===== src/inc/tag_select_params.svh =====
`ifndef TAG_SELECT_PARAMS_SVH
`define TAG_SELECT_PARAMS_SVH

// apb register byte offsets
`define TS_ADDR_CMD_LO     8'h00
`define TS_ADDR_CMD_HI     8'h04
`define TS_ADDR_CTRL       8'h08
`define TS_ADDR_RESP       8'h0C
`define TS_ADDR_STATUS     8'h10
`define TS_ADDR_KEY_LO     8'h14
`define TS_ADDR_KEY_HI     8'h18
`define TS_ADDR_INFO_BASE  8'h20
`define TS_ADDR_INFO_LAST  8'h2C

// control and status fields
`define TS_CTRL_GO_BIT     0
`define TS_STAT_RESP_BIT   4
`define TS_STAT_ENGINE_BIT 5
`define TS_STAT_DROP_BIT   6

// frame geometry
`define TS_NUM_CHAN        4
`define TS_CHAN_LSB        1
`define TS_CHAN_MSB        3

// command codes
`define TS_CMD_QUIT        8'h02
`define TS_CMD_SELECT      8'h04

// response status codes
`define TS_STATUS_OK       8'h00
`define TS_STATUS_BAD_CHAN 8'h04
`define TS_STATUS_BAD_TYPE 8'h05

// factory values kept by the non-volatile store
`define TS_CODE_WILDCARD   16'h3939
`define TS_KEY_DEFAULT     48'hFFFF_FFFF_FFFF

// tag type codes, high ascii char in upper byte
`define TS_CODE_VICINITY   16'h3230
`define TS_CODE_FRAM_8B    16'h3333
`define TS_CODE_PROX_ANY   16'h3430
`define TS_CODE_PROX_UL    16'h3431
`define TS_CODE_PROX_1K    16'h3432
`define TS_CODE_PROX_4K    16'h3433

`endif


===== src/inc/tag_select_pkg.sv =====
package tag_select_pkg;

  typedef enum logic [2:0] {
    ST_IDLE = 3'b001,
    ST_EXEC = 3'b010,
    ST_RESP = 3'b100
  } state_e_t;

  // decoded properties of one tag type code
  typedef struct packed {
    logic valid;
    logic writable;
    logic uid_only;
    logic head_default;
    logic block_8;
    logic block_16;
    logic sector_key;
    logic uid_4_or_7;
  } tag_info_t;

  // command frame toward the read/write heads
  typedef struct packed {
    logic        valid;
    logic [1:0]  chan;
    logic [63:0] frame;
  } head_cmd_t;

  typedef struct packed {
    logic        code_we;
    logic [1:0]  code_idx;
    logic [15:0] code_data;
    logic [1:0]  key_we;
    logic [31:0] key_data;
    logic [1:0]  rd_idx;
  } store_req_t;

endpackage


===== src/rtl/tag_type_select_and_quit.sv =====
// The address map and the APB interface to the registers were chosen for this implementation.
`timescale 1ns/1ps
`include "tag_select_params.svh"

// Summary of operation
// - tag type is two ascii characters, high first
// - selected tag type kept in non-volatile store
// - each tag type is read-only or writable class
// - vicinity generic code only reads unique identifier
// - large fram tag uses eight-byte blocks
// - access key applied per four-block sector
// - default access key is all ones
// - key write changes reader copy only
// - reader access key kept in non-volatile store
// - wildcard code uses head's own default type
// - factory code is wildcard on every channel
// - proximity any, 1k and 4k tags accept four or seven byte identifiers
// - quit aborts channel command, echoes command code
module tag_type_select_and_quit (
  input  wire logic                       pclk,
  input  wire logic                       presetn,
  input  wire logic                       nv_rstn,
  input  wire logic                       psel,
  input  wire logic                       penable,
  input  wire logic                       pwrite,
  input  wire logic [7:0]                 paddr,
  input  wire logic [31:0]                pwdata,
  input  wire logic [3:0]                 pstrb,
  output logic [31:0]                     prdata,
  output logic                            pready,
  output logic                            pslverr,
  input  wire logic [`TS_NUM_CHAN-1:0]    head_done,
  output tag_select_pkg::head_cmd_t       head_cmd,
  output logic [`TS_NUM_CHAN-1:0]         head_abort,
  output logic [`TS_NUM_CHAN-1:0]         head_busy,
  output logic [47:0]                     head_key
);

  typedef struct packed {
    tag_select_pkg::state_e_t st;
    logic [63:0]              frame;
    logic [31:0]              resp;
    logic [7:0]               reply_cnt;
    logic [`TS_NUM_CHAN-1:0]  busy;
    logic                     resp_valid;
    logic                     dropped;
    logic [31:0]              rdata;
    logic                     rd_ready;
    logic [`TS_NUM_CHAN-1:0]  abort;
    logic                     fwd;
  } regs_t;

  regs_t                      s_q;
  regs_t                      s_d;
  tag_select_pkg::store_req_t store_req;
  logic [15:0]                store_code;
  logic [47:0]                store_key;
  tag_select_pkg::tag_info_t  rd_info;

  // classifies a tag type code
  function automatic tag_select_pkg::tag_info_t classify(input logic [15:0] code);
    tag_select_pkg::tag_info_t i;
    i = '0;
    case (code)
      16'h3032, 16'h3430, 16'h3532, 16'h3733, 16'h3735, 16'h3830: begin
        i.valid = 1'b1;
      end
      16'h3033, 16'h3131, 16'h3132, 16'h3230, 16'h3231, 16'h3232, 16'h3233, 16'h3234,
      16'h3331, 16'h3333, 16'h3334, 16'h3335, 16'h3431, 16'h3432, 16'h3433, 16'h3530,
      16'h3732, 16'h3734, 16'h3736: begin
        i.valid    = 1'b1;
        i.writable = 1'b1;
      end
      `TS_CODE_WILDCARD: begin
        i.valid        = 1'b1;
        i.head_default = 1'b1;
      end
      default: begin
        i.valid = 1'b0;
      end
    endcase
    if (code == `TS_CODE_VICINITY) begin
      i.writable = 1'b0;
      i.uid_only = 1'b1;
    end
    i.block_8    = (code == `TS_CODE_FRAM_8B);
    i.block_16   = (code == `TS_CODE_PROX_ANY) || (code == `TS_CODE_PROX_UL) ||
                   (code == `TS_CODE_PROX_1K) || (code == `TS_CODE_PROX_4K);
    i.sector_key = (code == `TS_CODE_PROX_1K) || (code == `TS_CODE_PROX_4K);
    i.uid_4_or_7 = (code == `TS_CODE_PROX_ANY) || i.sector_key;
    return i;
  endfunction

  logic       apb_setup;
  logic       apb_access;
  logic       addr_hit;
  logic       is_info;
  logic [7:0] cmd_code;
  logic [2:0] cmd_chan;
  logic [1:0] chan_idx;
  logic       chan_ok;
  logic       wr_ok;

  assign apb_setup  = psel && !penable;
  assign apb_access = psel && penable;
  assign is_info    = (paddr >= `TS_ADDR_INFO_BASE) && (paddr <= `TS_ADDR_INFO_LAST) && (paddr[1:0] == 2'b00);
  assign addr_hit   = is_info || paddr == `TS_ADDR_CMD_LO || paddr == `TS_ADDR_CMD_HI ||
                      paddr == `TS_ADDR_CTRL || paddr == `TS_ADDR_RESP || paddr == `TS_ADDR_STATUS ||
                      paddr == `TS_ADDR_KEY_LO || paddr == `TS_ADDR_KEY_HI;
  assign pready     = apb_access && (pwrite || s_q.rd_ready);
  assign pslverr    = pready && !addr_hit;
  assign wr_ok      = apb_access && pwrite && addr_hit;
  assign prdata     = s_q.rdata;

  // quit reads only the channel and toggle bit of byte 1
  assign cmd_code = s_q.frame[7:0];
  assign cmd_chan = s_q.frame[8+`TS_CHAN_MSB:8+`TS_CHAN_LSB];
  assign chan_ok  = (cmd_chan != 3'd0) && (cmd_chan <= 3'(`TS_NUM_CHAN));
  assign chan_idx = 2'(cmd_chan - 3'd1);

  assign rd_info  = classify(store_code);

  tag_select_pkg::tag_info_t sel_info;
  logic                      sel_valid;

  assign sel_info  = classify({s_q.frame[23:16], s_q.frame[31:24]});
  assign sel_valid = sel_info.valid;

  // store port: tag code write from the engine, key low 32 and high 16 bits from the bus
  always_comb begin
    store_req           = '0;
    store_req.rd_idx    = paddr[3:2];
    store_req.code_idx  = chan_idx;
    store_req.key_data  = pwdata;
    if (s_q.st == tag_select_pkg::ST_EXEC && cmd_code == `TS_CMD_SELECT && chan_ok) begin
      store_req.code_we = sel_valid;
    end
    // only the reader's copy is written; no path leads to the tag
    store_req.key_we[0] = wr_ok && paddr == `TS_ADDR_KEY_LO && (&pstrb);
    store_req.key_we[1] = wr_ok && paddr == `TS_ADDR_KEY_HI && (&pstrb[1:0]);
    store_req.code_data = {s_q.frame[23:16], s_q.frame[31:24]};
  end

  tag_select_store u_store (
    .pclk    (pclk),
    .nv_rstn (nv_rstn),
    .req     (store_req),
    .rd_code (store_code),
    .key     (store_key)
  );

  logic [7:0] status_byte;

  always_comb begin
    s_d          = s_q;
    s_d.abort    = '0;
    s_d.fwd      = 1'b0;
    status_byte  = `TS_STATUS_OK;

    // bus read data: captured in the first access cycle, answered in the next
    if (!apb_access) begin
      s_d.rd_ready = 1'b0;
    end else if (!pwrite && !s_q.rd_ready) begin
      s_d.rd_ready = 1'b1;
      s_d.rdata    = '0;
      case (paddr)
        `TS_ADDR_CMD_LO: s_d.rdata = s_q.frame[31:0];
        `TS_ADDR_CMD_HI: s_d.rdata = s_q.frame[63:32];
        `TS_ADDR_RESP:   s_d.rdata = s_q.resp;
        `TS_ADDR_STATUS: begin
          s_d.rdata[`TS_NUM_CHAN-1:0]    = s_q.busy;
          s_d.rdata[`TS_STAT_RESP_BIT]   = s_q.resp_valid;
          s_d.rdata[`TS_STAT_ENGINE_BIT] = (s_q.st != tag_select_pkg::ST_IDLE);
          s_d.rdata[`TS_STAT_DROP_BIT]   = s_q.dropped;
        end
        `TS_ADDR_KEY_LO: s_d.rdata = store_key[31:0];
        `TS_ADDR_KEY_HI: s_d.rdata = {16'h0000, store_key[47:32]};
        default: begin
          if (is_info) begin
            s_d.rdata = {8'h00, rd_info, store_code};
          end
        end
      endcase
    end else begin
      s_d.rd_ready = s_q.rd_ready;
    end

    // frame loading is held off while the engine works on it
    if (wr_ok && s_q.st == tag_select_pkg::ST_IDLE) begin
      if (paddr == `TS_ADDR_CMD_LO) begin
        s_d.frame[31:0] = pwdata;
      end
      if (paddr == `TS_ADDR_CMD_HI) begin
        s_d.frame[63:32] = pwdata;
      end
    end

    // response and drop flags: write one to clear; busy and engine bits ignore writes
    if (wr_ok && paddr == `TS_ADDR_STATUS) begin
      if (pwdata[`TS_STAT_RESP_BIT]) begin
        s_d.resp_valid = 1'b0;
      end
      if (pwdata[`TS_STAT_DROP_BIT]) begin
        s_d.dropped = 1'b0;
      end
    end

    // completion from a head ends that channel's running command
    s_d.busy = s_q.busy & ~head_done;

    case (s_q.st)
      tag_select_pkg::ST_IDLE: begin
        if (wr_ok && paddr == `TS_ADDR_CTRL && pwdata[`TS_CTRL_GO_BIT]) begin
          s_d.st = tag_select_pkg::ST_EXEC;
        end
      end
      tag_select_pkg::ST_EXEC: begin
        s_d.st = tag_select_pkg::ST_RESP;
        if (!chan_ok) begin
          status_byte = `TS_STATUS_BAD_CHAN;
        end else if (cmd_code == `TS_CMD_QUIT) begin
          s_d.abort[chan_idx] = s_q.busy[chan_idx];
          s_d.busy[chan_idx]  = 1'b0;
        end else if (cmd_code == `TS_CMD_SELECT) begin
          if (!sel_valid) begin
            status_byte = `TS_STATUS_BAD_TYPE;
          end
        end else begin
          // any other command runs on the head; the head answers it
          s_d.fwd            = 1'b1;
          s_d.busy[chan_idx] = 1'b1;
          s_d.st             = tag_select_pkg::ST_IDLE;
        end
        if (s_d.st == tag_select_pkg::ST_RESP) begin
          s_d.reply_cnt = s_q.reply_cnt + 8'h01;
          s_d.resp      = {s_q.reply_cnt + 8'h01, status_byte,
                           4'h0, s_q.frame[8+`TS_CHAN_MSB:8], cmd_code};
        end
      end
      tag_select_pkg::ST_RESP: begin
        s_d.resp_valid = 1'b1;
        s_d.st         = tag_select_pkg::ST_IDLE;
      end
      default: begin
        s_d.st = tag_select_pkg::ST_IDLE;
      end
    endcase

    // a submit while the engine works is dropped and flagged; set wins over clear
    if (wr_ok && paddr == `TS_ADDR_CTRL && pwdata[`TS_CTRL_GO_BIT] && s_q.st != tag_select_pkg::ST_IDLE) begin
      s_d.dropped = 1'b1;
    end
  end

  always_ff @(posedge pclk or negedge presetn) begin
    if (!presetn) begin
      s_q    <= '0;
      s_q.st <= tag_select_pkg::ST_IDLE;
    end else begin
      s_q <= s_d;
    end
  end

  assign head_cmd.valid = s_q.fwd;
  assign head_cmd.chan  = 2'(s_q.frame[8+`TS_CHAN_MSB:8+`TS_CHAN_LSB] - 3'd1);
  assign head_cmd.frame = s_q.frame;
  assign head_abort     = s_q.abort;
  assign head_busy      = s_q.busy;
  assign head_key       = store_key;

endmodule


===== src/rtl/tag_select_store.sv =====
`timescale 1ns/1ps
`include "tag_select_params.svh"

// non-volatile image: per channel tag code and reader key; only nv_rstn loads factory values
module tag_select_store (
  input  wire logic                      pclk,
  input  wire logic                      nv_rstn,
  input  wire tag_select_pkg::store_req_t req,
  output logic [15:0]                    rd_code,
  output logic [47:0]                    key
);

  logic [15:0] code_q [`TS_NUM_CHAN];

  genvar g;
  generate
    for (g = 0; g < `TS_NUM_CHAN; g++) begin : g_code
      always_ff @(posedge pclk or negedge nv_rstn) begin
        if (!nv_rstn) begin
          code_q[g] <= `TS_CODE_WILDCARD;
        end else if (req.code_we && req.code_idx == 2'(g)) begin
          code_q[g] <= req.code_data;
        end
      end
    end
  endgenerate

  always_ff @(posedge pclk or negedge nv_rstn) begin
    if (!nv_rstn) begin
      key     <= `TS_KEY_DEFAULT;
      rd_code <= `TS_CODE_WILDCARD;
    end else begin
      if (req.key_we[0]) begin
        key[31:0] <= req.key_data;
      end
      if (req.key_we[1]) begin
        key[47:32] <= req.key_data[15:0];
      end
      rd_code <= code_q[req.rd_idx];
    end
  end

endmodule


===== config.mk =====
export PLATFORM = sky130hd
export DESIGN_NAME = tag_type_select_and_quit
export DESIGN_NICKNAME = d
export VERILOG_FILES = /design/src/inc/tag_select_pkg.sv /design/src/rtl/tag_type_select_and_quit.sv /design/src/rtl/tag_select_store.sv
export VERILOG_INCLUDE_DIRS = /design/src /design/src/inc
export SDC_FILE = /design/constraint.sdc
export NUM_CORES = 1
export LEC_CHECK = 0
export BUFFER_PORTS_ARGS = -buffer_cell sky130_fd_sc_hd__buf_2
export CAP_MARGIN = 20
export CORE_ASPECT_RATIO = 1.5
export CORE_MARGIN = 1.5
export CORE_UTILIZATION = 45
export CTS_CLUSTER_SIZE = 10
export DETAILED_ROUTE_END_ITERATION = 6
export GPL_ROUTABILITY_DRIVEN = 0
export HOLD_SLACK_MARGIN = 0.12
export MAX_ROUTING_LAYER = met4
export PLACE_DENSITY = 0.66
export SYNTH_ARGS = -nofsm -noshare
export SYNTH_HDL_FRONTEND = slang
export SYNTH_SLANG_ARGS = --single-unit

===== constraint.sdc =====
create_clock -name pclk -period 3 [get_ports pclk]
set_input_delay 0.3 -clock pclk [delete_from_list [all_inputs] [get_ports pclk]]
set_output_delay 0.3 -clock pclk [all_outputs]
set_load 0.03 [all_outputs]

# [Yosys cells after proc, flatten, opt, wreduce, memory -nomap -nowiden]
# Cells that the tools add are included.
[op_classes] n_addsub=2 order_cmp=6 n_eq_ne=70 mux=42 bitwise_logic=7 n_reduce_logical=60
[op_table] op="$eq A16 B14 Y1 const B" n=52
[op_table] op="$pmux W25 S6" n=1
[op_table] op="$reduce_or A26 Y1" n=2
[op_table] op="$pmux W7 S6" n=1
[op_table] op="$bmux W16 S2" n=1
[op_table] op="$mux W16" n=2
[op_table] op="$mux W3" n=9
[op_table] op="$logic_and A1 B1 Y1" n=25
[op_table] op="$eq A8 B5 Y1 const B" n=3
[op_table] op="$mux W24" n=1
[op_table] op="$mux W4" n=5
[op_table] op="$reduce_or A19 Y1" n=1
[op_table] op="$eq A8 B3 Y1 const B" n=2
[op_table] op="$eq A8 B4 Y1 const B" n=2
[op_table] op="$mux W1" n=15
[op_table] op="$reduce_and A2 Y1" n=7
[op_table] op="$logic_or A1 B1 Y1" n=13
[op_table] op="$and A4 B4 Y4" n=3
[op_table] op="$mux W5" n=2
[op_table] op="$add A8 B1 Y8 const B" n=1
[op_table] op="$eq A8 B2 Y1 const B" n=1
[op_table] op="$ge A8 B6 Y1 const B" n=1
[op_table] op="$le A8 B6 Y1 const B" n=1
[op_table] op="$logic_not A8 Y1" n=1
[op_table] op="other kinds (24)" n=35
[totals] reg_bits=275 inputBits=54 output_inout_bits=157 wordCells=206

# [Longest topological paths before layout]
# Gate-level depths: netlist of run 1.
[logic_depth] depth_word=16 mapped_depth=9

# [Modules after synthesis]
# Synthesis of run 1 repeated with hierarchy kept, for this count alone.
[hier_totals] cells_unflattened=1004 area_unflattened_um2=12655.9
[modules_own_cells] module="tag_type_select_and_quit" instances=1 cells_each=730 area_per_inst_um2=7583.5 seq_area_each_um2=3329.4
[modules_own_cells] module="tag_select_store" instances=1 cells_each=274 area_per_inst_um2=5072.4 seq_area_each_um2=3313.2

# [Worst setup path after synthesis of run 1]
# Ideal clock, no wire load.
[synth_path] path_kind="flip-flop to flip-flop" from="register s_q (netlist bit head_cmd[9])" to="register u_store.code_q[17] (netlist name)" setup_ns=0.125 arrival_time_ns=2.523 t_required_ns=2.875 slack_ns=0.352 path_stages_with_launch=9 path_cell_list="dfrtp_1 inv_1 ha_1 xor2_1 or4b_1 nor3_2 nand2_1 a21oi_4 mux2_2"
[synth_rtl] element="start: declaration" line="tag_type_select_and_quit.sv:53" rtl="regs_t s_q;"
[synth_rtl] element="end signal: indexed assignment" line="tag_select_store.sv:20" rtl="code_q[g] <= `TS_CODE_WILDCARD;"
[synth_rtl] element="end signal: indexed assignment" line="tag_select_store.sv:22" rtl="code_q[g] <= req.code_data;"
[synth_rtl] element="end: declaration" line="tag_select_store.sv:13" rtl="logic [15:0] code_q [`TS_NUM_CHAN];"

# [Worst setup path in the final report of run 1]
[layout_path] from="register s_q (netlist bit head_cmd[9])" to="register u_store.code_q[41] (netlist name)"
[layout_between] elab_chain_cells=5
[layout_rtl] element="$le A3 B3 Y1 or $reduce_bool A3 Y1 (tied branches)" line="tag_type_select_and_quit.sv:118" rtl="assign chan_ok = (cmd_chan != 3'd0) && (cmd_chan <= 3'(`TS_NUM_CHAN));"
[layout_rtl] element="$logic_and A1 B1 Y1" line="tag_type_select_and_quit.sv:118"
[layout_rtl] element="$logic_and A1 B1 Y1" line="tag_type_select_and_quit.sv:135" rtl="if (s_q.st == tag_select_pkg::ST_EXEC && cmd_code == `TS_CMD_SELECT && chan_ok) begin"
[layout_rtl] element="$mux W1" line="tag_type_select_and_quit.sv:135"
[layout_rtl] element="$logic_and A1 B1 Y1 (*)" line="tag_select_store.sv:21" rtl="end else if (req.code_we && req.code_idx == 2'(g)) begin"
# Every way passes the cells marked *; elsewhere a longest branch is shown, timed or not.
# A chain may end at the register's enable or synchronous reset.

==> summary.txt, run 1 <==
====================================================================================
Wirelength per Cell ................................................... 21.5 microns
Power share of the sequential group ...................................        49.6%
Largest net degree at the start of global routing .....................          105
Gate count after technology mapping ...................................         1040
Clock Sink Count ......................................................          261
Net Sw Frac ...........................................................        21.7%
Area of the die ....................................................... 0.0291 sq mm
Global-route usage over all layers ....................................        23.9%
Static power due to leakage ...........................................      7.08 nW
Number of vias per cell after detailed routing ........................         5.60
Main area contributors after synthesis ................................ sky130_fd_sc_hd__dfrtp_1 (34%), sky130_fd_sc_hd__dfstp_2 (19%), sky130_fd_sc_hd__mux2_2 (12%)
Number of max-capacitance violations reported .........................            0
Type of the worst setup path .......................................... flop to flop
Routed wire length .................................................... 33900 microns
First-pass GRT wire length ............................................ 52200 microns
Fin Hold WS ...........................................................       194 ps
Number of cells upsized or downsized after cts ........................            0
Layout overhead on the synthesized area ...............................        16.9%
Number of I/O pins ....................................................          211
Period Utilization, post-route ........................................        91.1%
Delay of the slowest cell on the worst path ...........................       580 ps
First-iteration detailed-routing DRC count ............................          509
Required time worst endpoint ..........................................      3430 ps
Arrival @ worst endpoint ..............................................      3170 ps
Synthesis Warnings ....................................................            0
Site Rows .............................................................           75
Power density over cell area ..........................................  482 mW/mm^2
Final number of hold-violating endpoints ..............................            0
Detailed-route via count ..............................................         8829
Part of the power in the clock network ................................        46.4%
Slack of the worst reg-to-reg path ....................................       270 ps
Class of the tightest hold or removal check ........................... input pin to async pin
Slew headroom .........................................................        52.3%
Number of nets in the synthesized netlist .............................         1099
Slowest CP cell ....................................................... sky130_fd_sc_hd__or4b_1
Worst path buffer plus inverter count .................................            2
Effective utilization at floorplan ....................................        45.5%
Number of filler instances in the final layout ........................         2408
Maximum clock path buffer count .......................................            3
Maximum clock frequency ...............................................      366 MHz
Comb pwr share ........................................................         4.0%
Critical path startpoint category .....................................         flop
Kind of end point of the critical path ................................         flop
Unrepaired setup endpoints after global routing .......................        false
Number of iterations in the first detailed-routing pass ...............            7
Final HPWL from detailed placement .................................... 24400 microns
Status ................................................................ finished, violations left
CTS root buf .......................................................... sky130_fd_sc_hd__clkbuf_16
Proportion of synthesized flip-flops having asynchronous set or reset .         100%
Share of cells above drive strength 1 .................................        46.3%
Horizontal die dimension ..............................................  140 microns
Maximum vdd drop ......................................................       401 uV
Number of buffers created by CTS ......................................           30
Transition at the pin with the smallest max-transition slack ..........       715 ps
Area fraction of the dominant cell type after synthesis ...............        34.1%
Failing checks ........................................................          DRC
Number of enable flip-flop cells after synthesis ......................            0
Number of port buffers ................................................          210
Summed instance area of the synthesized netlist ....................... 0.0126 sq mm
NetSw .................................................................      1.55 mW
Skew final ............................................................      14.1 ps
CTS Hold Buffers Added ................................................           40
Flops & latches, synth ................................................          261
Most used DFF post-synth .............................................. sky130_fd_sc_hd__dfrtp_1
TritonCTS clock tree ..................................................          yes
Total setup violations reported at the end of the flow ................            0
Clock transition at the registers of the reported paths ...............        60 ps
H-tree lvl count ......................................................            1
Via count of the first global-routing pass ............................         9047
Ant diodes ............................................................            0
GRT overflow ..........................................................            0
DRT antenna net count .................................................            0
Min Tclk post-route ...................................................      2730 ps
Number of antenna violations at the first check in global routing .....            0
Cell family contributing the most delay on the critical path .......... simple AND/OR/NAND/NOR gates
# DRC .................................................................           19
Chip height ...........................................................  208 microns
Syn Area/Cell .........................................................   12.2 sq um
Post-CTS repair timing setup buffer count .............................            0
Final slew viol count .................................................            0
Nets@finish ...........................................................         1266
Worst-path cell chain ................................................. inv_1, ha_1, xor2_1, or4b_1, nor3_2, buf_4, nand2_1, a21oi_4, mux2_2
Int Power .............................................................      5.57 mW
Crit path max fanout ..................................................           11
Number of distinct library cells after synthesis ......................           72
Clock network latency to the later pin of the worst-skew pair .........       550 ps
Total core area ....................................................... 0.0278 sq mm
Yosys top cell by area ................................................ sky130_fd_sc_hd__dfrtp_1
Register area share after synthesis ...................................        52.6%
Aggregate negative setup slack ........................................         0 ps
====================================================================================
## sequential cells by signal (all words and copies together), names as in the netlist
name,count
u_store.rd_code,16
head_cmd,65
s_q,28
u_store.code_q,64
head_abort,4
u_store.key,48
prdata,32
head_busy,4
## final timing paths
| kind | start | endpoint | cells past startpoint |
|---|---|---|---|
| setup / recovery | head_cmd[9] | u_store.code_q[41] | 9 |
| hold / removal | nv_rstn | u_store.code_q[47] | 2 |
| setup reg to reg | head_cmd[9] | u_store.code_q[41] | 9 |
| hold reg to reg | u_store.code_q[3] | u_store.code_q[3] | 2 |
| max in group asynchronous | presetn | head_cmd[48] | 3 |
| min in group pclk | penable | prdata[2] | 3 |
## layer usage
metal	routed length (microns)	global-route usage, %	vias up
met5	0	-	-
met4	1710	12.3	0
met3	1580	2.72	90
met2	17600	41.3	329
met1	13000	27.3	4447
li1	-	-	3963
## cell usage after synthesis (17+ instances only)
cell type	count
sky130_fd_sc_hd__a22oi_1	24
sky130_fd_sc_hd__a22o_1	17
sky130_fd_sc_hd__nand2_1	51
sky130_fd_sc_hd__o21ai_0	43
sky130_fd_sc_hd__buf_4	107
sky130_fd_sc_hd__inv_1	31
sky130_fd_sc_hd__clkbuf_1	29
sky130_fd_sc_hd__mux2_2	136
sky130_fd_sc_hd__dfstp_2	89
sky130_fd_sc_hd__nor2b_1	24
sky130_fd_sc_hd__buf_2	21
sky130_fd_sc_hd__a221oi_1	20
sky130_fd_sc_hd__nor2_1	35
sky130_fd_sc_hd__mux4_2	17
sky130_fd_sc_hd__dfrtp_1	172
sky130_fd_sc_hd__a21oi_1	19
sky130_fd_sc_hd__mux2i_1	18
## worst register-to-register path: cells and delay by family, from the launching register on
family / cells / cell delay (ps)
mux: 1 / 380
simple gates: 3 / 950
compound gates: 1 / 330
xor+xnor: 1 / 180
buf+inv: 2 / 230
flops: 1 / 340
fa+ha+maj: 1 / 220
## power groups by stage
stage                     Combinational [mW]  Clock [mW]  Sequential, mW
after detailed placement               0.248           0            3.59
final                                  0.283        3.31            3.53
after global routing                   0.311        3.53            3.53
after floorplan                       0.0795           0            3.59
after global placement                 0.245           0            3.59
after CTS                              0.289        3.38            3.53
## through the flow
stage / worst slack, ps / power, mW / utilization [%] / std cells / instance area, sq um
finish: 266 / 7.12 / 53.2 / 1577 / 14800
global route: 87.7 / 7.37 / 53.2 / 1577 / 14800
CTS: 273 / 7.20 / 53.2 / 1577 / 14800
detailed placement: 276 / 3.84 / 48.6 / 1481 / 13500
global placement: 366 / 3.84 / 48.6 / 1481 / 13500
floorplan: 352 / 3.67 / - / 1040 / 12600
## kinds of logic (layout without fill, tap and decap cells)
group,Yosys count,in the layout,synth area share [%]
AO/OA/AOI/OAI,180,180,10.4
XOR/XNOR,12,12,0.832
adder cells (fa/ha/maj),5,5,0.495
buffers and inverters,194,385,9.32
flip-flops,261,261,52.6
multiplexers,180,180,17.4
AND/OR/NAND/NOR,208,208,9.06
## layout by cell type (no fill, tap or decap), types with 3 or more instances in the layout
| cell | count |
|---|---|
| sky130_fd_sc_hd__a211oi_1 | 9 |
| sky130_fd_sc_hd__a21oi_1 | 19 |
| sky130_fd_sc_hd__a21oi_4 | 4 |
| sky130_fd_sc_hd__a221oi_1 | 20 |
| sky130_fd_sc_hd__a22o_1 | 17 |
| sky130_fd_sc_hd__a22oi_1 | 24 |
| sky130_fd_sc_hd__a2bb2oi_1 | 4 |
| sky130_fd_sc_hd__a32o_1 | 8 |
| sky130_fd_sc_hd__and2_1 | 5 |
| sky130_fd_sc_hd__and3_1 | 8 |
| sky130_fd_sc_hd__buf_12 | 3 |
| sky130_fd_sc_hd__buf_2 | 208 |
| sky130_fd_sc_hd__buf_4 | 46 |
| sky130_fd_sc_hd__clkbuf_1 | 23 |
| sky130_fd_sc_hd__clkbuf_16 | 31 |
| sky130_fd_sc_hd__dfrtp_1 | 172 |
| sky130_fd_sc_hd__dfstp_2 | 89 |
| sky130_fd_sc_hd__dlygate4sd3_1 | 40 |
| sky130_fd_sc_hd__ha_1 | 5 |
| sky130_fd_sc_hd__inv_1 | 31 |
| sky130_fd_sc_hd__mux2_1 | 9 |
| sky130_fd_sc_hd__mux2_2 | 136 |
| sky130_fd_sc_hd__mux2i_1 | 18 |
| sky130_fd_sc_hd__mux4_2 | 17 |
| sky130_fd_sc_hd__nand2_1 | 51 |
| sky130_fd_sc_hd__nand2b_1 | 6 |
| sky130_fd_sc_hd__nand3_1 | 14 |
| sky130_fd_sc_hd__nand3_2 | 3 |
| sky130_fd_sc_hd__nand4_1 | 6 |
| sky130_fd_sc_hd__nor2_1 | 34 |
| sky130_fd_sc_hd__nor2b_1 | 24 |
| sky130_fd_sc_hd__nor3_1 | 5 |
| sky130_fd_sc_hd__nor3b_1 | 3 |
| sky130_fd_sc_hd__nor4_1 | 10 |
| sky130_fd_sc_hd__o21ai_0 | 43 |
| sky130_fd_sc_hd__o22ai_1 | 12 |
| sky130_fd_sc_hd__or2_2 | 16 |
| sky130_fd_sc_hd__or4_1 | 3 |
| sky130_fd_sc_hd__xnor2_1 | 9 |
| sky130_fd_sc_hd__xor2_1 | 3 |
## layout make-up
| cell class | instances | area, sq um | area share [%] |
|---|---|---|---|
| clock inverters | 1 | 8.76 | 0.0593 |
| repair buffers | 298 | 1860 | 12.6 |
| well taps | 346 | 433 | 2.93 |
| clock buffers | 55 | 876 | 5.93 |
| flip-flops and latches | 261 | 6640 | 45.0 |
| multi-input cells | 585 | 4840 | 32.7 |
| inverters | 31 | 116 | 0.788 |
(Power assumes the default switching activity.)
==> run 2: changes to the inputs <==
--- a/config.mk
+++ b/config.mk
@@ -8,7 +8,6 @@
 export LEC_CHECK = 0
 export BUFFER_PORTS_ARGS = -buffer_cell sky130_fd_sc_hd__buf_2
 export CAP_MARGIN = 20
-export CORE_ASPECT_RATIO = 1.5
 export CORE_MARGIN = 1.5
 export CORE_UTILIZATION = 45
 export CTS_CLUSTER_SIZE = 10
@@ -17,6 +16,8 @@
 export HOLD_SLACK_MARGIN = 0.12
 export MAX_ROUTING_LAYER = met4
 export PLACE_DENSITY = 0.66
+export SKIP_LAST_GASP = 1
+export SLEW_MARGIN = 40
 export SYNTH_ARGS = -nofsm -noshare
 export SYNTH_HDL_FRONTEND = slang
 export SYNTH_SLANG_ARGS = --single-unit
==> run 2 against run 1 <==
Compared with the run above:
- cell count is 2.0% higher
- via count grew 0.84%
- flip-flop and latch count stayed put
- combinational power is 4% higher
- sequential share of layout area down 0.12 points
- count of clock-buffer cells in the layout is 2 lower
- clock skew increased by 17 ps
- non-clock buffer count down 1
- worst hold slack worse by 47 ps
- register-to-register slack barely moved
- the run now ends clean
- die area about the same
- total power is essentially flat
==> summary.txt, run 2 (synthesis gave the netlist of run 1 again) <==
================================================================================
Status ............................................................    completed
Number of max-capacitance violations reported .....................            0   unchanged
Global-route usage over all layers ................................        23.9%   about the same
Total setup violations reported at the end of the flow ............            0   unchanged
Post-route design area ............................................ 0.0148 sq mm   +0.26%
Final HPWL from detailed placement ................................ 23700 microns   -3.0%
Number of iterations in the first detailed-routing pass ...........            5   -2
Number of port buffers ............................................          210   unchanged
First-pass GRT wire length ........................................ 51900 microns   -0.54%
Kind of end point of the critical path ............................         flop
Aggregate negative setup slack ....................................         0 ps   unchanged
CTS Hold Buffers Added ............................................           40   unchanged
Area of the multi-input gates ..................................... 0.00484 sq mm   unchanged
First-iteration detailed-routing DRC count ........................          528   +3.7%
Net Sw Frac .......................................................        22.4%   +0.67 points
Type of the worst setup path ...................................... flop to flop
DRT antenna net count .............................................            0   unchanged
Horizontal die dimension ..........................................  171 microns   +22%
Area of the die ................................................... 0.0291 sq mm   about the same
Nets@finish .......................................................         1265   -0.079%
TritonCTS clock tree ..............................................          yes
Part of the power in the clock network ............................        46.2%   -0.2 points
Largest net degree at the start of global routing .................           77   -27%
Required time worst endpoint ......................................      3430 ps   about the same
Skew final ........................................................      30.7 ps   +16.6 ps
Maximum vdd drop ..................................................       427 uV   +6.4%
Slowest CP cell ................................................... sky130_fd_sc_hd__or4_1
CTS root buf ...................................................... sky130_fd_sc_hd__clkbuf_16
Finished Core Util ................................................        53.5%   +0.28 points
Total core area ................................................... 0.0277 sq mm   -0.26%
Via count of the first global-routing pass ........................         9016   -0.34%
Maximum clock frequency ...........................................      367 MHz   +0.43%
Flip-flop count of the largest register after layout ..............           65   unchanged
Effective utilization at floorplan ................................        45.6%   +0.12 points
Transition at the pin with the smallest max-transition slack ......       701 ps   -14.8 ps
Total power .......................................................      7.12 mW   about the same
Wirelength per Cell ............................................... 20.9 microns   -2.8%
Number of filler instances in the final layout ....................         2408   unchanged
Detailed-route via count ..........................................         8903   +0.84%
Int Power .........................................................      5.53 mW   -0.87%
# DRC .............................................................            0   -19
Maximum clock path buffer count ...................................            3   unchanged
Routed wire length ................................................ 33600 microns   -0.84%
Cell Area, Placed ................................................. 0.0135 sq mm   +0.19%
Power density over cell area ......................................  481 mW/mm^2   -0.28%
Slew headroom .....................................................        52.8%   +0.50 points
Fin Hold WS .......................................................       147 ps   -46.5 ps
Number of antenna violations at the first check in global routing .            1   +1
Min Tclk post-route ...............................................      2720 ps   -11.7 ps
Static power due to leakage .......................................      7.08 nW   about the same
GRT overflow ......................................................            0   unchanged
Crit path max fanout ..............................................           11   unchanged
Power share of the sequential group ...............................        49.6%   about the same
Share of cells above drive strength 1 .............................        46.3%   about the same
Clock Sink Count ..................................................          261   unchanged
Worst-path cell chain ............................................. buf_4, nand2b_1, or4_1, a2111oi_2, o21ai_2, a21oi_4, mux2_2
Comb pwr share ....................................................         4.1%   about the same
Number of buffers created by CTS ..................................           30   unchanged
Final slew viol count .............................................            0   unchanged
Post-CTS repair timing setup buffer count .........................            0   unchanged
Site Rows .........................................................           61   -19%
FF/Latch Area ..................................................... 0.00664 sq mm   unchanged
Number of vias per cell after detailed routing ....................         5.54   -1.1%
Worst path buffer plus inverter count .............................            1   -1
Final number of hold-violating endpoints ..........................            0   unchanged
Slack of the worst reg-to-reg path ................................       280 ps   about the same
Clock transition at the registers of the reported paths ...........        60 ps   about the same
Number of I/O pins ................................................          211   unchanged
Arrival @ worst endpoint ..........................................      3150 ps   -20 ps
Critical path startpoint category .................................         flop
NetSw .............................................................      1.60 mW   +3.0%
Unrepaired setup endpoints after global routing ...................        false
Most common cell after layout, fill and taps aside ................ sky130_fd_sc_hd__buf_2
Period Utilization, post-route ....................................        90.8%   -0.39 points
Number of cells upsized or downsized after cts ....................            0   unchanged
Cell family contributing the most delay on the critical path ...... compound AO/OA/AOI/OAI gates
Chip height .......................................................  171 microns   -18%
Class of the tightest hold or removal check ....................... input pin to async pin
Delay of the slowest cell on the worst path .......................       510 ps   -70 ps
Leading cell types in the layout, fill and taps excluded .......... sky130_fd_sc_hd__buf_2 (208), sky130_fd_sc_hd__dfrtp_1 (172), sky130_fd_sc_hd__mux2_2 (136)
H-tree lvl count ..................................................            1   unchanged
Layout overhead on the synthesized area ...........................        17.2%
Clock network latency to the later pin of the worst-skew pair .....       570 ps   +20 ps
================================================================================
-- run 2: worst paths after layout --
check	startpoint	endpoint	cells after the start
max	head_cmd[24]	u_store.code_q[17]	7
min	presetn	head_cmd[61]	2
max reg2reg	head_cmd[24]	u_store.code_q[17]	7
min reg2reg	u_store.code_q[51]	u_store.code_q[51]	2
max in group asynchronous	nv_rstn	u_store.key[46]	3
min in group pclk	paddr[0]	s_q[38]	4
-- run 2: power by group through the flow --
stage                     Clock [mW]  Sequential [mW]  Combinational, mW
after floorplan                    0             3.59             0.0795
after global routing            3.50             3.53              0.325
after CTS                       3.36             3.53              0.294
final                           3.29             3.53              0.295
after detailed placement           0             3.59              0.254
after global placement             0             3.59              0.251
-- run 2: layout make-up --
class	count	share of cell area [%]
clock inverters	2	0.144
clock buffers	53	5.72
well taps	378	3.19
multi-input cells	585	32.7
flip-flops and latches	261	44.9
repair buffers	297	12.6
diodes	1	0.0169
inverters	31	0.786
-- run 2: worst register-to-register path, delay by kind of cell, from the launching register on --
kind,cells,cell delay [ps]
buf+inv,1,210
mux,1,370
simple gates,2,600
compound gates,3,990
flops,1,420
-- run 2: stage by stage --
step	setup WS [ps]	std cells
4_1_cts	264	1606
5_1_grt	68.5	1608
3_3_place_gp	265	1511
6_report	277	1608
3_5_place_dp	235	1511
2_1_floorplan	352	1040
-- run 2: layer usage --
| layer | track usage [%] | up-vias | routed length [microns] |
|---|---|---|---|
| met5 | - | - | 0 |
| met4 | 6.62 | 0 | 843 |
| met3 | 3.49 | 62 | 1770 |
| met2 | 38.8 | 283 | 16100 |
| met1 | 31.4 | 4577 | 14900 |
| li1 | - | 3981 | - |
==> run 3: changes to the inputs <==
==> constraint.sdc (replaced) <==
create_clock -name pclk -period 2.7 [get_ports pclk]
set_input_delay 0.27 -clock pclk [delete_from_list [all_inputs] [get_ports pclk]]
set_output_delay 0.27 -clock pclk [all_outputs]
set_load 0.03 [all_outputs]
==> run 3 against run 2 <==
Compared with the run above:
- worst setup slack got worse by 130 ps
- count of clock-buffer cells in the layout is 3 higher
- via count is 0.26% higher
- first-iteration DRC count increased by 13%
- sequential share of layout area shrank 0.80 points
- sequential power up 11%
- wire length increased by 0.82%
- highest routed layer unchanged
==> summary.txt, run 3 (synthesis gave the netlist of run 1 again) <==
================================================================================
Number of max-capacitance violations reported .....................            0   unchanged
Number of cells on the worst hold path ............................            4
NetSw .............................................................      1.78 mW   +12%
Finished Core Util ................................................        54.4%   +0.97 points
Via count of the first global-routing pass ........................         9008   -0.089%
Number of port buffers ............................................          210   unchanged
Status ............................................................    completed
Total power .......................................................      8.05 mW   +13%
Clock network latency to the later pin of the worst-skew pair .....       560 ps   about the same
Chip height .......................................................  171 microns   unchanged
Layout overhead on the synthesized area ...........................        19.3%
Reg2Reg Launch Point ..............................................  head_cmd[9]
Global-route usage over all layers ................................        24.1%   +0.16 points
Number of I/O pins ................................................          211   unchanged
Worst slack, placed ...............................................      87.6 ps   -148 ps
H-tree lvl count ..................................................            1   unchanged
# DRC .............................................................            0   unchanged
Part of the power in the clock network ............................        47.1%   +0.9 points
Maximum clock frequency ...........................................      391 MHz   +6.6%
Detailed-route via count ..........................................         8926   +0.26%
Horizontal die dimension ..........................................  171 microns   unchanged
Worst min-delay path endpoint .....................................     s_q[149]
Final HPWL from detailed placement ................................ 24400 microns   +3.1%
Period Utilization, post-route ....................................        94.6%   +3.9 points
Largest net degree at the start of global routing .................           62   -19%
Power density over cell area ......................................  534 mW/mm^2   +11%
Total setup violations reported at the end of the flow ............            0   unchanged
Final slew viol count .............................................            0   unchanged
Min Tclk post-route ...............................................      2560 ps   -167 ps
Power share of the sequential group ...............................        48.8%   -0.8 points
FF-to-FF path depth ...............................................            9   +2
Aggregate negative setup slack ....................................         0 ps   unchanged
Crit path max fanout ..............................................            6   -5
Number of filler instances in the final layout ....................         2370   -1.6%
Arrival @ worst endpoint ..........................................      2980 ps   -170 ps
Comb pwr share ....................................................         4.2%   about the same
First-iteration detailed-routing DRC count ........................          594   +13%
Worst min-delay path startpoint ...................................     paddr[0]
Leading cell types in the layout, fill and taps excluded .......... sky130_fd_sc_hd__buf_2 (208), sky130_fd_sc_hd__dfrtp_1 (172), sky130_fd_sc_hd__mux2_2 (136)
Critical path startpoint category .................................         flop
Skew final ........................................................      25.5 ps   -5.19 ps
GRT overflow ......................................................            0   unchanged
Wirelength per Cell ............................................... 20.7 microns   -0.79%
Worst path setup slack after routing ..............................       145 ps   -133 ps
Net Sw Frac .......................................................        22.1%   -0.26 points
Number of iterations in the first detailed-routing pass ...........            5   unchanged
Class of the tightest hold or removal check ....................... input pin to flop
Slew headroom .....................................................        56.7%   +3.9 points
DRT antenna net count .............................................            0   unchanged
Flip-flop count of the largest register after layout ..............           65   unchanged
Area of the die ................................................... 0.0291 sq mm   unchanged
Site Rows .........................................................           61   unchanged
Unrepaired setup endpoints after global routing ...................        false
Clock transition at the registers of the reported paths ...........        60 ps   about the same
First-pass GRT wire length ........................................ 52100 microns   +0.45%
Number of antenna violations at the first check in global routing .            1   unchanged
Most common cell after layout, fill and taps aside ................ sky130_fd_sc_hd__buf_2
Maximum clock path buffer count ...................................            3   unchanged
End of the worst register-to-register path ........................ u_store.code_q[41]
Slack of the worst reg-to-reg path ................................       140 ps   -130 ps
Required time worst endpoint ......................................      3120 ps   -310 ps
Nets@finish .......................................................         1289   +1.9%
CTS root buf ...................................................... sky130_fd_sc_hd__clkbuf_16
Effective utilization at floorplan ................................        45.6%   unchanged
Total core area ................................................... 0.0277 sq mm   unchanged
TritonCTS clock tree ..............................................          yes
Share of cells above drive strength 1 .............................        47.6%   +1.4 points
Type of the worst setup path ...................................... flop to flop
Static power due to leakage .......................................      7.23 nW   +2.1%
Number of vias per cell after detailed routing ....................         5.46   -1.3%
Transition at the pin with the smallest max-transition slack ......       649 ps   -51.7 ps
Clock Sink Count ..................................................          261   unchanged
Routed wire length ................................................ 33900 microns   +0.82%
Int Power .........................................................      6.27 mW   +13%
Maximum vdd drop ..................................................       474 uV   +11%
Number of buffers created by CTS ..................................           31   +3.3%
Final number of hold-violating endpoints ..........................            0   unchanged
Kind of end point of the critical path ............................         flop
================================================================================
[run 3: area by class of cell]
cell class | instances | area, sq um | share of cell area [%]
clock inverter | 2 | 17.5 | 0.116
clock buffer | 56 | 900 | 5.97
antenna | 1 | 2.50 | 0.0166
inverter | 31 | 116 | 0.772
multi-input combinational | 585 | 4850 | 32.2
tap | 378 | 473 | 3.14
timing repair buffer | 320 | 2080 | 13.8
sequential | 261 | 6640 | 44.1
[run 3: layer usage]
| layer | global-route usage, % | routed length [microns] | up-vias |
|---|---|---|---|
| met2 | 38.0 | 16000 | 331 |
| met5 | - | 0 | - |
| met4 | 8.73 | 1190 | 0 |
| met1 | 31.8 | 14700 | 4507 |
| met3 | 3.45 | 1980 | 71 |
| li1 | - | - | 4017 |
[run 3: metrics by stage]
step / hold slack [ps] / cells / instance area [sq um]
floorplan: -25.6 / 1040 / 12600
CTS: 236 / 1631 / 15000
detailed placement: 316 / 1533 / 13700
global placement: 313 / 1533 / 13700
global route: 259 / 1634 / 15100
finish: 255 / 1634 / 15100
[run 3: what timing repair did]
action | in CTS | in global routing
endpoints found under the hold margin | 214 | 0
endpoints found under the setup margin | 0 | 24
buffers inserted | 0 | 2
hold buffers | 40 | 0
resized for setup | 0 | 3
[run 3: worst max path at each step]
stage	startpoint	endpoint	slack, ps	depth (start not counted)
after floorplan	head_cmd[9]	u_store.code_q[17]	50	8
after global placement	head_cmd[9]	u_store.code_q[1]	170	9
after detailed placement	head_cmd[9]	u_store.code_q[1]	90	9
after CTS	head_cmd[9]	u_store.code_q[1]	90	9
after global routing	head_cmd[9]	u_store.code_q[41]	10	9
final	head_cmd[9]	u_store.code_q[41]	140	9
[run 3: power by group through the flow]
| stage | logic, mW | clock network (mW) | registers (mW) |
|---|---|---|---|
| 2_1_floorplan | 0.0884 | 0 | 3.99 |
| 4_1_cts | 0.342 | 3.86 | 3.92 |
| 6_report | 0.336 | 3.79 | 3.93 |
| 3_3_place_gp | 0.294 | 0 | 3.99 |
| 3_5_place_dp | 0.296 | 0 | 3.99 |
| 5_1_grt | 0.368 | 4.04 | 3.92 |
[run 3: worst max-delay path, cell delays in order (launching register included)]
cell and delay [ps]:
sky130_fd_sc_hd__dfrtp_1 340, sky130_fd_sc_hd__inv_1 70, sky130_fd_sc_hd__ha_1 220, sky130_fd_sc_hd__xor2_1 180
sky130_fd_sc_hd__or4b_4 550, sky130_fd_sc_hd__nor3_2 190, sky130_fd_sc_hd__buf_4 170, sky130_fd_sc_hd__nand2_1 120
sky130_fd_sc_hd__a21oi_4 240, sky130_fd_sc_hd__mux2_2 370
